<file path="config.mk">
export PLATFORM = sky130hd
export DESIGN_NAME = interrupt_entry_return_sequencer
export DESIGN_NICKNAME = d
export VERILOG_FILES = /design/src/inc/isr_seq_pkg.sv /design/src/hdl/vector_encoder.sv /design/src/hdl/interrupt_entry_return_sequencer.sv
export SDC_FILE = /design/constraint.sdc
export NUM_CORES = 1
export LEC_CHECK = 0
export ABC_CLOCK_PERIOD_IN_PS = 4000
export BUFFER_PORTS_ARGS = -buffer_cell sky130_fd_sc_hd__buf_4
export CAP_MARGIN = 40
export CORE_AREA = 2 2 155 157
export DETAILED_ROUTE_END_ITERATION = 10
export DIE_AREA = 0 0 157 159
export HOLD_SLACK_MARGIN = 0.06
export MAX_ROUTING_LAYER = met4
export PLACE_DENSITY = 0.68
export SYNTH_ARGS = -nofsm -noshare
export SYNTH_HDL_FRONTEND = slang
export SYNTH_SLANG_ARGS = --single-unit
</file>
<file path="constraint.sdc">
create_clock -name sys_clk -period 4 [get_ports sys_clk]
set_clock_uncertainty 0.15 [all_clocks]
set_input_delay 0.4 -clock sys_clk [delete_from_list [all_inputs] [get_ports sys_clk]]
set_output_delay 0.4 -clock sys_clk [all_outputs]
set_load 0.005 [all_outputs]
</file>
<file path="src/inc/isr_seq_pkg.sv">
// Package for the interrupt entry and return sequencer.
// Assumes one instruction clock; all widths are shared by both design files.
package isr_seq_pkg;
  localparam int PC_W = 21;
  localparam int VEC_W = 8;
  localparam int SRC_W = 64;
  localparam int CTX_W = 96;           // Status, working, bank, pointers, product, latches
  localparam logic [3:0] VEC_CYCLES = 4'h3;  // Vectored entry latency
  localparam logic [3:0] PLAIN_CYCLES = 4'h2; // Single entry point latency
  localparam logic [PC_W-1:0] PC_RESET = 21'h000000;
  localparam logic [PC_W-1:0] ENTRY_ADDR = 21'h000008;
  localparam logic [PC_W-1:0] VEC_BASE_RESET = 21'h000008;

  typedef enum logic [2:0] {
    ST_RUN = 3'b000,
    ST_WAIT = 3'b001,
    ST_LAT1 = 3'b010,
    ST_LAT2 = 3'b011,
    ST_LAT3 = 3'b100
  } seq_state_t;

  // Core context that is shadowed on entry; its pc comes back on every return, the rest only when restoreCtx is set
  typedef struct packed {
    logic [PC_W-1:0] pc;
    logic [CTX_W-1:0] core;
  } ctx_t;

  // Return request from the pipeline
  typedef struct packed {
    logic valid;
    logic restoreCtx;
  } ret_req_t;
endpackage

</file>
<file path="src/hdl/vector_encoder.sv">
// Priority encoder turning pending interrupt flags into a vector number.
// Assumes flags are already synchronous to the instruction clock.
`timescale 1ns/1ps
`default_nettype none
module vector_encoder #(
  parameter int SRC = 64,
  parameter int VW = 8
) (
  input wire logic [SRC-1:0] flags,
  output logic anyPending,
  output logic [VW-1:0] vecNum
);
  // Lowest index wins; scanning from the top lets it overwrite
  always_comb begin
    vecNum = '0;
    for (int i = SRC - 1; i >= 0; i--) begin
      if (flags[i]) begin
        vecNum = VW'(i);
      end
    end
  end
  assign anyPending = |flags;
endmodule
`default_nettype wire

</file>
<file path="src/hdl/interrupt_entry_return_sequencer.sv">
// Interrupt entry and return sequencer for the core pipeline.
// Assumes flags and controls come from logic on sys_clk; the pipeline
// reports the end of each instruction with instrDone.
// Assumes the vector table answers tableAddr within the same cycle and
// that the core copies shadowCtx back whenever ctxRestore pulses.
// Only one routine level is held, so flags are ignored while inIsr stands.
// The core must honour forced_no_operation in every latency slot.
`timescale 1ns/1ps
`default_nettype none
module interrupt_entry_return_sequencer #(
  parameter int SRC = isr_seq_pkg::SRC_W,
  parameter int VW = isr_seq_pkg::VEC_W
) (
  input wire logic sys_clk,
  input wire logic rst,
  input wire logic [SRC-1:0] irqFlags,
  input wire logic globalEnable,
  input wire logic multi_vector_enable,
  input wire logic [isr_seq_pkg::PC_W-1:0] vector_table_base,
  input wire logic instrDone,
  input wire isr_seq_pkg::ctx_t liveCtx,
  input wire isr_seq_pkg::ret_req_t return_from_isr_instr,
  input wire logic [isr_seq_pkg::PC_W-1:0] tableData,
  output logic forced_no_operation,
  output logic [isr_seq_pkg::PC_W-1:0] tableAddr,
  output logic tableRead,
  output logic pcLoad,
  output logic [isr_seq_pkg::PC_W-1:0] pcValue,
  output logic pushPc,
  output logic popPc,
  output logic ctxRestore,
  output isr_seq_pkg::ctx_t shadowCtx,
  output logic [VW-1:0] activeVector,
  output logic inIsr
);
  // Walk state and the encoder's answer
  isr_seq_pkg::seq_state_t state_reg, state_next;
  logic anyPending;
  logic [VW-1:0] vecNum;
  // Entry address and the single saved return address
  logic [isr_seq_pkg::PC_W-1:0] vecAddr;
  logic [isr_seq_pkg::PC_W-1:0] stackTop_reg;
  // Accepted requests
  logic takeIrq;
  logic doReturn;
  // Decoded slots
  logic inLat1;
  logic inLat2;
  logic inLat3;
  logic nextLat1;
  logic nextLat2;
  logic nextLat3;
  logic captureCtx;
  logic fnopNext;
  // Next values of the registered outputs
  logic loadTable;
  logic loadRoutine;
  logic loadEntry;
  logic loadReturn;
  logic pcLoadNext;
  logic ctxRestoreNext;
  logic inIsrNext;
  logic [isr_seq_pkg::PC_W-1:0] pcValueNext;

  // The encoder is pure logic on the raw flags; its vector number is only
  // used as the walk starts, so a flag that drops during the slots is harmless
  vector_encoder #(.SRC(SRC), .VW(VW)) encoder (
    .flags(irqFlags),
    .anyPending(anyPending),
    .vecNum(vecNum)
  );

  // Entry is taken for any enabled pending flag outside a routine, even mid-instruction;
  // nesting is refused, since the shadow copy holds a single level
  assign takeIrq = anyPending && globalEnable && !inIsr;
  // A return is only honoured from the run state while a routine is active
  assign doReturn = return_from_isr_instr.valid && inIsr && state_reg == isr_seq_pkg::ST_RUN;
  // Vector table entry address: base plus twice the vector number (word-sized entries);
  // the carry out of the top bit is dropped, so the table wraps at the top
  assign vecAddr = vector_table_base
    + isr_seq_pkg::PC_W'({vecNum, 1'b0});

  // Next state: vectored mode walks three cycles, plain mode two.
  // Vectored walk: LAT1 saves, LAT2 reads the table, LAT3 jumps to the routine.
  // Plain walk skips LAT2: LAT1 saves and loads the entry point, LAT3 settles.
  // WAIT holds a taken request until the running instruction ends, so a
  // long instruction only delays the start, never the length of the walk.
  always_comb begin
    // Hold unless a transition below applies
    state_next = state_reg;
    unique case (state_reg)
      isr_seq_pkg::ST_RUN: begin
        // A return in the same cycle wins over a new entry
        if (takeIrq && !doReturn) begin
          state_next = instrDone ? isr_seq_pkg::ST_LAT1 : isr_seq_pkg::ST_WAIT;
        end
      end
      isr_seq_pkg::ST_WAIT: begin
        // The request is already taken; only the instruction end is awaited
        if (instrDone) begin
          state_next = isr_seq_pkg::ST_LAT1;
        end
      end
      isr_seq_pkg::ST_LAT1: begin
        // Mode is read here; the walk length follows from it
        state_next = multi_vector_enable ? isr_seq_pkg::ST_LAT2 : isr_seq_pkg::ST_LAT3;
      end
      isr_seq_pkg::ST_LAT2: begin
        // Table read slot, present only in vectored mode
        state_next = isr_seq_pkg::ST_LAT3;
      end
      isr_seq_pkg::ST_LAT3: begin
        // Last slot of either walk
        state_next = isr_seq_pkg::ST_RUN;
      end
      default: begin
        // Codes 5 to 7 are unused; fall back to the run state
        state_next = isr_seq_pkg::ST_RUN;
      end
    endcase
  end

  // Decoded latency slots; the registered slot strobes below read these rather than the state code,
  // which keeps the clocked processes short
  assign inLat1 = state_reg == isr_seq_pkg::ST_LAT1;
  assign inLat2 = state_reg == isr_seq_pkg::ST_LAT2;
  assign inLat3 = state_reg == isr_seq_pkg::ST_LAT3;
  assign nextLat1 = state_next == isr_seq_pkg::ST_LAT1;
  assign nextLat2 = state_next == isr_seq_pkg::ST_LAT2;
  assign nextLat3 = state_next == isr_seq_pkg::ST_LAT3;

  // Context is caught on the step into the first slot only; catching it
  // later would save a pc that the walk has already overwritten
  assign captureCtx = nextLat1 && !inLat1;
  // Every slot of either walk is squashed in the pipeline
  assign fnopNext = nextLat1 || nextLat2 || nextLat3;

  // Program counter sources; at most one is live in any cycle, because the
  // slots are exclusive and a return is only accepted in the run state
  assign loadTable = inLat1 && multi_vector_enable;
  assign loadRoutine = inLat2;
  assign loadEntry = inLat1 && !multi_vector_enable;
  assign loadReturn = doReturn;
  assign pcLoadNext = loadTable || loadRoutine || loadEntry || loadReturn;
  // The table answers in the same cycle, so its data is taken as LAT2 ends
  assign pcValueNext = loadTable ? tableAddr
    : loadRoutine ? tableData
    : loadEntry ? isr_seq_pkg::ENTRY_ADDR
    : loadReturn ? stackTop_reg
    : pcValue;
  // Operand 0 still pops the pc but leaves the core registers alone
  assign ctxRestoreNext = loadReturn && return_from_isr_instr.restoreCtx;
  // Routine flag: set as the last slot ends, cleared by an accepted return
  assign inIsrNext = inLat3 || (inIsr && !loadReturn);

  // State and entry-side outputs, all registered so the core sees
  // clean levels straight from flip-flops
  always_ff @(posedge sys_clk) begin
    if (rst) begin
      state_reg <= isr_seq_pkg::ST_RUN;
      forced_no_operation <= 1'b0;
      tableAddr <= isr_seq_pkg::PC_RESET;
      tableRead <= 1'b0;
      pushPc <= 1'b0;
      activeVector <= '0;
    end else begin
      state_reg <= state_next;
      forced_no_operation <= fnopNext;
      pushPc <= nextLat1;
      tableRead <= nextLat2;
      if (captureCtx) begin
        tableAddr <= vecAddr;
        activeVector <= vecNum;
      end
    end
  end

  // Shadow copy of the context; a single level, as nesting is refused,
  // and it stands until the next entry
  always_ff @(posedge sys_clk) begin
    if (rst) begin
      shadowCtx <= '0;
      stackTop_reg <= isr_seq_pkg::PC_RESET;
    end else if (captureCtx) begin
      shadowCtx <= liveCtx;
      stackTop_reg <= liveCtx.pc;
    end
  end

  // Program counter loads: table address, routine start, or return target;
  // pcValue holds between loads so the core may sample it late
  always_ff @(posedge sys_clk) begin
    if (rst) begin
      // Reset leaves no load pending, so the core sees a quiet port
      pcLoad <= 1'b0;
      pcValue <= isr_seq_pkg::PC_RESET;
      popPc <= 1'b0;
      ctxRestore <= 1'b0;
      inIsr <= 1'b0;
    end else begin
      pcLoad <= pcLoadNext;
      pcValue <= pcValueNext;
      popPc <= loadReturn;
      ctxRestore <= ctxRestoreNext;
      inIsr <= inIsrNext;
    end
  end
endmodule
`default_nettype wire

</file>
==> Yosys cells after proc, flatten, opt, wreduce, memory -nomap -nowiden <==
Index checks and enable logic that the tools add are counted.
{ "classes": {"reduce_logical": 23, "n_mux": 73, "eq_ne": 7, "addsub": 1} }
{ "op_table": {"columns": ["op", "count"], "rows": [
  ["$mux 6", 64],
  ["$mux 21", 4],
  ["$reduce_or 64->1", 1],
  ["$add 21x9->21", 1],
  ["$eq 3x2->1 const B", 4],
  ["$pmux 3 s4", 1],
  ["$logic_and 1x1->1", 10],
  ["$mux 3", 3],
  ["$eq 3x3->1 const B", 2],
  ["$logic_or 1x1->1", 6],
  ["$logic_not 1->1", 4],
  ["$reduce_bool 4->1", 1],
  ["$eq 3x1->1 const B", 1],
  ["$logic_not 3->1", 1],
  ["$mux 2", 1]
]} }
{ "word_totals": {"in_bits": 230, "register_bits": 177, "word_cells": 117, "out_inout_bits": 174} }

==> Depth between registers and ports, before layout <==
{ "logic_depth": {"ltp_word": 65, "mapped_depth": 14, "mapped_depth_nobuf": 14} }

==> By module <==
A second synthesis with hierarchy kept.
{ "unflattened": {"cells_unflattened": 1051, "hier_area_um2": 8066.5} }
{ "by_module_without_submodules": {"columns": ["module", "seq_area_each_um2", "n_inst", "cells_each", "area_per_inst_um2"], "rows": [
  ["interrupt_entry_return_sequencer", 3543.4, 1, 903, 7160.6],
  ["vector_encoder", 0.0, 1, 148, 905.9]
]} }

==> Worst setup path after synthesis <==
Ideal clock, no wire load.
{ "synth_path": {"path_kind": "input to register", "from": "input port irqFlags[32]", "to": "register tableAddr[20] in the netlist's numbering", "required_ps": 3716, "path_buffers": 0, "setup_time_ps": 134, "arrival_ps": 3352, "path_slack_ps": 364, "path_stages": 12, "cell_sequence": "or4_1 > or4_1 > o211ai_1 > nand2_1 > inv_1 > ha_1 > a211o_1 > a2111oi_0 > nor4bb_1 > nand3_1 > xor2_1 > a211oi_1"} }
{ "synth_via": {"elab_chain_cells": 34, "elab_cells_between_ends": 42, "classes_between": "add/sub: 1; eq/ne: 1; mux: 35; reduce/logical: 5"} }
{ "synth_rtl": {"columns": ["item", "line_no", "text"], "rows": [
  ["start: declaration", "interrupt_entry_return_sequencer.sv:16", "input wire logic [SRC-1:0] irqFlags,"],
  ["$mux 6 (33 in series)", "vector_encoder.sv:17", "if (flags[i]) begin"],
  ["net encoder.vecNum[1]", "vector_encoder.sv:11", "output logic [VW-1:0] vecNum"],
  ["$add 21x9->21", "interrupt_entry_return_sequencer.sv:81", "+ isr_seq_pkg::PC_W'({vecNum, 1'b0});"],
  ["end signal: assignment", "interrupt_entry_return_sequencer.sv:162", "tableAddr <= isr_seq_pkg::PC_RESET;"],
  ["end signal: assignment", "interrupt_entry_return_sequencer.sv:172", "tableAddr <= vecAddr;"],
  ["end: declaration", "interrupt_entry_return_sequencer.sv:25", "output logic [isr_seq_pkg::PC_W-1:0] tableAddr,"]
]} }
The timed path passes the listed nets, and every way through them passes these cells.
A chain may end at the register's enable or synchronous reset.

==> Worst setup path in the final report <==
{ "layout_path": {"from": "input port irqFlags[32]", "to": "register tableAddr[16] in the netlist's numbering"} }
Same word-level chain as after synthesis.

==> flow_summary.toml <==
[worst_setup_path]
crit_fanout = 4
worstPathArrival_ps = 3800
critPathTopFamily = "simple AND/OR/NAND/NOR gates"
path_class = "in -> reg"
crit_path_max_incr_delay_ps = 600
r2r_start = "state_reg[2]"
crit_slowest_cell = "nor4bb_1"
rr_worst_depth = 6
startpoint_type = "input pin"
cp_num_buf_inv = 3
path_cells = "buf_4, or4_1, or4_1, o211ai_1, nand2_1, inv_1, ha_1, a211o_1, a2111oi_0, buf_4, nor4bb_1, nand3_1, xor2_1, a211oi_1"
cp.required_ps = 4180
r2r_end = "tableAddr[7]"
endpoint_kind = "flip-flop"
timing.reg2reg.setup_slack_ps = 1730

[global_route]
antenna_found_initial = 0
grtUsageTotal_pct = 23.25
grt_max_degree = 90
grt_pass1_vias = 8598
grt_pass1_wl_mm = 44.93
globalRouteOverflowTotal = 0

[clock_network]
cts_buffer_depth = 2
cts.sinks = 175
cts_tree = "done"
clk_latency_ps = 420
post_cts_buffers = 0
cts_root_buf = "clkbuf_16"
numCtsBuffers = 17
htreeDepth = 4
cts.clk_slew.worst_paths_ps = 80

[timing]
fmax_mhz = 276.3
rsz0062_at_grt = "no"
hold_viol_final = 0
worst_slew_pin_slew_ps = 818.4
period_minus_slack_ps = 3620
finalCritPeriodShare_pct = 90.49
slew_headroom_pct = 45.44
setup_violations = 0
finalSetupTns_ps = 0
timing.hold.ws_ps = 80.21
slew_violations = 0

[place]
port_buffers = 401
gp_congestion = 0.9106
dp_hpwl_mm = 21.43
place_inst = 1736

[run]
max_cap_viol_count = 0

[power_and_ir_drop]
power_mw = 4.462
p_leak_nw = 5.334
ir_drop_mv = 0.2187
p_per_area_mw_per_mm2 = 360.7

[logic_synthesis]
syn_inst = 1055
synth_top_family_by_area = "simple AND/OR/NAND/NOR gates"
yosysMostFrequentCell = "nand2_1"
synthMuxAreaShare_pct = 0
yosys_warnings = 0
post_synth_xor_area_fraction_pct = 1.448
async_flop_share_pct = 0
synth-adder-area-share_pct = 1.209
synth.avg_cell_area_um2 = 7.453
synth-seq-area-share_pct = 44.56
synth_ff_type = "dfxtp_1"
yosysUniqueCellTypes = 54
synth_common_cells = "nand2_1, dfxtp_1, a21oi_1"
synth.largest_area_cell = "dfxtp_1"
synth_edf_count = 0
synth_top_cell_area_share_pct = 44.56
synthTopCellsByArea = "dfxtp_1, nand2_1, a21oi_1, nor2_1, o211ai_1"
synth-compound-area-share_pct = 20.70
syn-cell-area_mm2 = 0.007863
synth_seq_cells = 175
synthSimpleGateAreaFrac_pct = 26.81

[floorplan]
dieArea_mm2 = 0.02496
coreArea_mm2 = 0.02319
die_x_um = 157
placement_rows = 56
io_pins = 404
initial_core_util_pct = 33.90
die_h_um = 159

[routing]
via_per_inst = 4.912
first_pass_iters = 5
wl_mm = 29.06
vias = 8959
dr.first_iter.drc_count = 500
ant_nets = 0
wl_per_cell_um = 15.93
drc = 0

[final_layout]
fin_cells = 1824
nNetsFinal = 1730
syn_to_final_growth_pct = 57.34
regMostFlops = "shadowCtx"
antenna_cells = 0
largest_reg_flops = 96
drive_gt1_share_pct = 31.36

[outcome]
status = "completed"

[min_path]
hp-start = "liveCtx[82]"
holdPathStages = 3
hold_class = "in -> reg"
holdPathEnd = "shadowCtx[82]"
## how the worst max path moves through the flow
stage                 startpoint            end  slack (ps)  cells after the start
floorplan           irqFlags[32]  tableAddr[20]         360                     12
global placement    irqFlags[32]  tableAddr[16]          60                     14
finish              irqFlags[32]  tableAddr[16]         380                     14
CTS                 irqFlags[32]  tableAddr[16]         390                     14
detailed placement  irqFlags[32]  tableAddr[18]         -40                     14
global route        irqFlags[32]  tableAddr[18]         150                     14
## metal layers
metal | vias to the layer above | global-route usage [%] | routed length [um]
met2 | 351 | 37.98 | 14030
met4 | 0 | 10.09 | 1139
met5 | - | - | 0
met3 | 73 | 4.219 | 1853
met1 | 4063 | 27.94 | 12030
li1 | 4472 | - | -
## kinds of logic after synthesis
logic type                 count (synthesis)
other                                      1
adders and majority gates                  7
AOI/OAI and AO/OA                        280
buffers and inverters                     87
DFF                                      175
xor gates and xnor gates                  13
and+or+nand+nor                          492
## where the power goes
| group | switching (mW) | total, mW | internal [mW] |
|---|---|---|---|
| Combinational | 0.444 | 0.908 | 0.464 |
| Sequential | 0.0758 | 1.93 | 1.86 |
| Clock | 0.793 | 1.62 | 0.830 |
| Total | 1.31 | 4.46 | 3.15 |
## worst register-to-register path, stage by stage (launching register included)
cell and delay, ps:
dfxtp_1 380, nor2_1 160, nand2_1 120, o31ai_4 260
buf_4 650, nand3b_1 250, a21oi_1 210
## cell usage in the layout, fill, tap and decap left out, drive strengths merged, types with 4 or more instances in the layout
| cell | synthesis | routed |
|---|---|---|
| nor2b | 4 | 4 |
| xnor2 | 6 | 6 |
| buf | 24 | 429 |
| nor2 | 96 | 96 |
| nand2b | 8 | 8 |
| or4 | 7 | 7 |
| o21bai | 4 | 4 |
| o211ai | 24 | 24 |
| a21oi | 169 | 169 |
| nor4 | 19 | 19 |
| nor3 | 16 | 16 |
| nand4 | 5 | 5 |
| nand3 | 14 | 14 |
| nand2 | 307 | 307 |
| ha | 6 | 6 |
| o21ai | 29 | 29 |
| o31ai | 6 | 6 |
| inv | 19 | 25 |
| clkinv | 0 | 8 |
| dlygate4sd3 | 0 | 57 |
| dfxtp | 175 | 175 |
| o21a | 5 | 5 |
| clkbuf | 44 | 17 |
| a211oi | 18 | 18 |
| xor2 | 7 | 7 |
## per-stage QoR
| stage | setup WS, ps | utilization (%) | cell area (um^2) |
|---|---|---|---|
| floorplan | 364.3 | - | 7866 |
| global placement | 56.40 | 48.34 | 11210 |
| detailed placement | -37.42 | 48.40 | 11230 |
| CTS | 394.2 | 53.34 | 12370 |
| global route | 152.8 | 53.34 | 12370 |
| finish | 380.3 | 53.34 | 12370 |
## final cells by class
type                       instances  area [um^2]
clock inverter                    14        148.9
multi-input combinational        794         3974
tap                              319        399.1
inverter                          19        71.32
sequential                       175         3503
timing repair buffer             486         3849
fill                            2202        10820
clock buffer                      17        425.4
## timing repair
| item | 4_1_cts | 5_1_grt |
|---|---|---|
| resized for setup | 0 | 0 |
| hold buffers | 57 | 0 |
| hold endpoints to repair | 57 | 0 |
(Power assumes the default switching activity.)
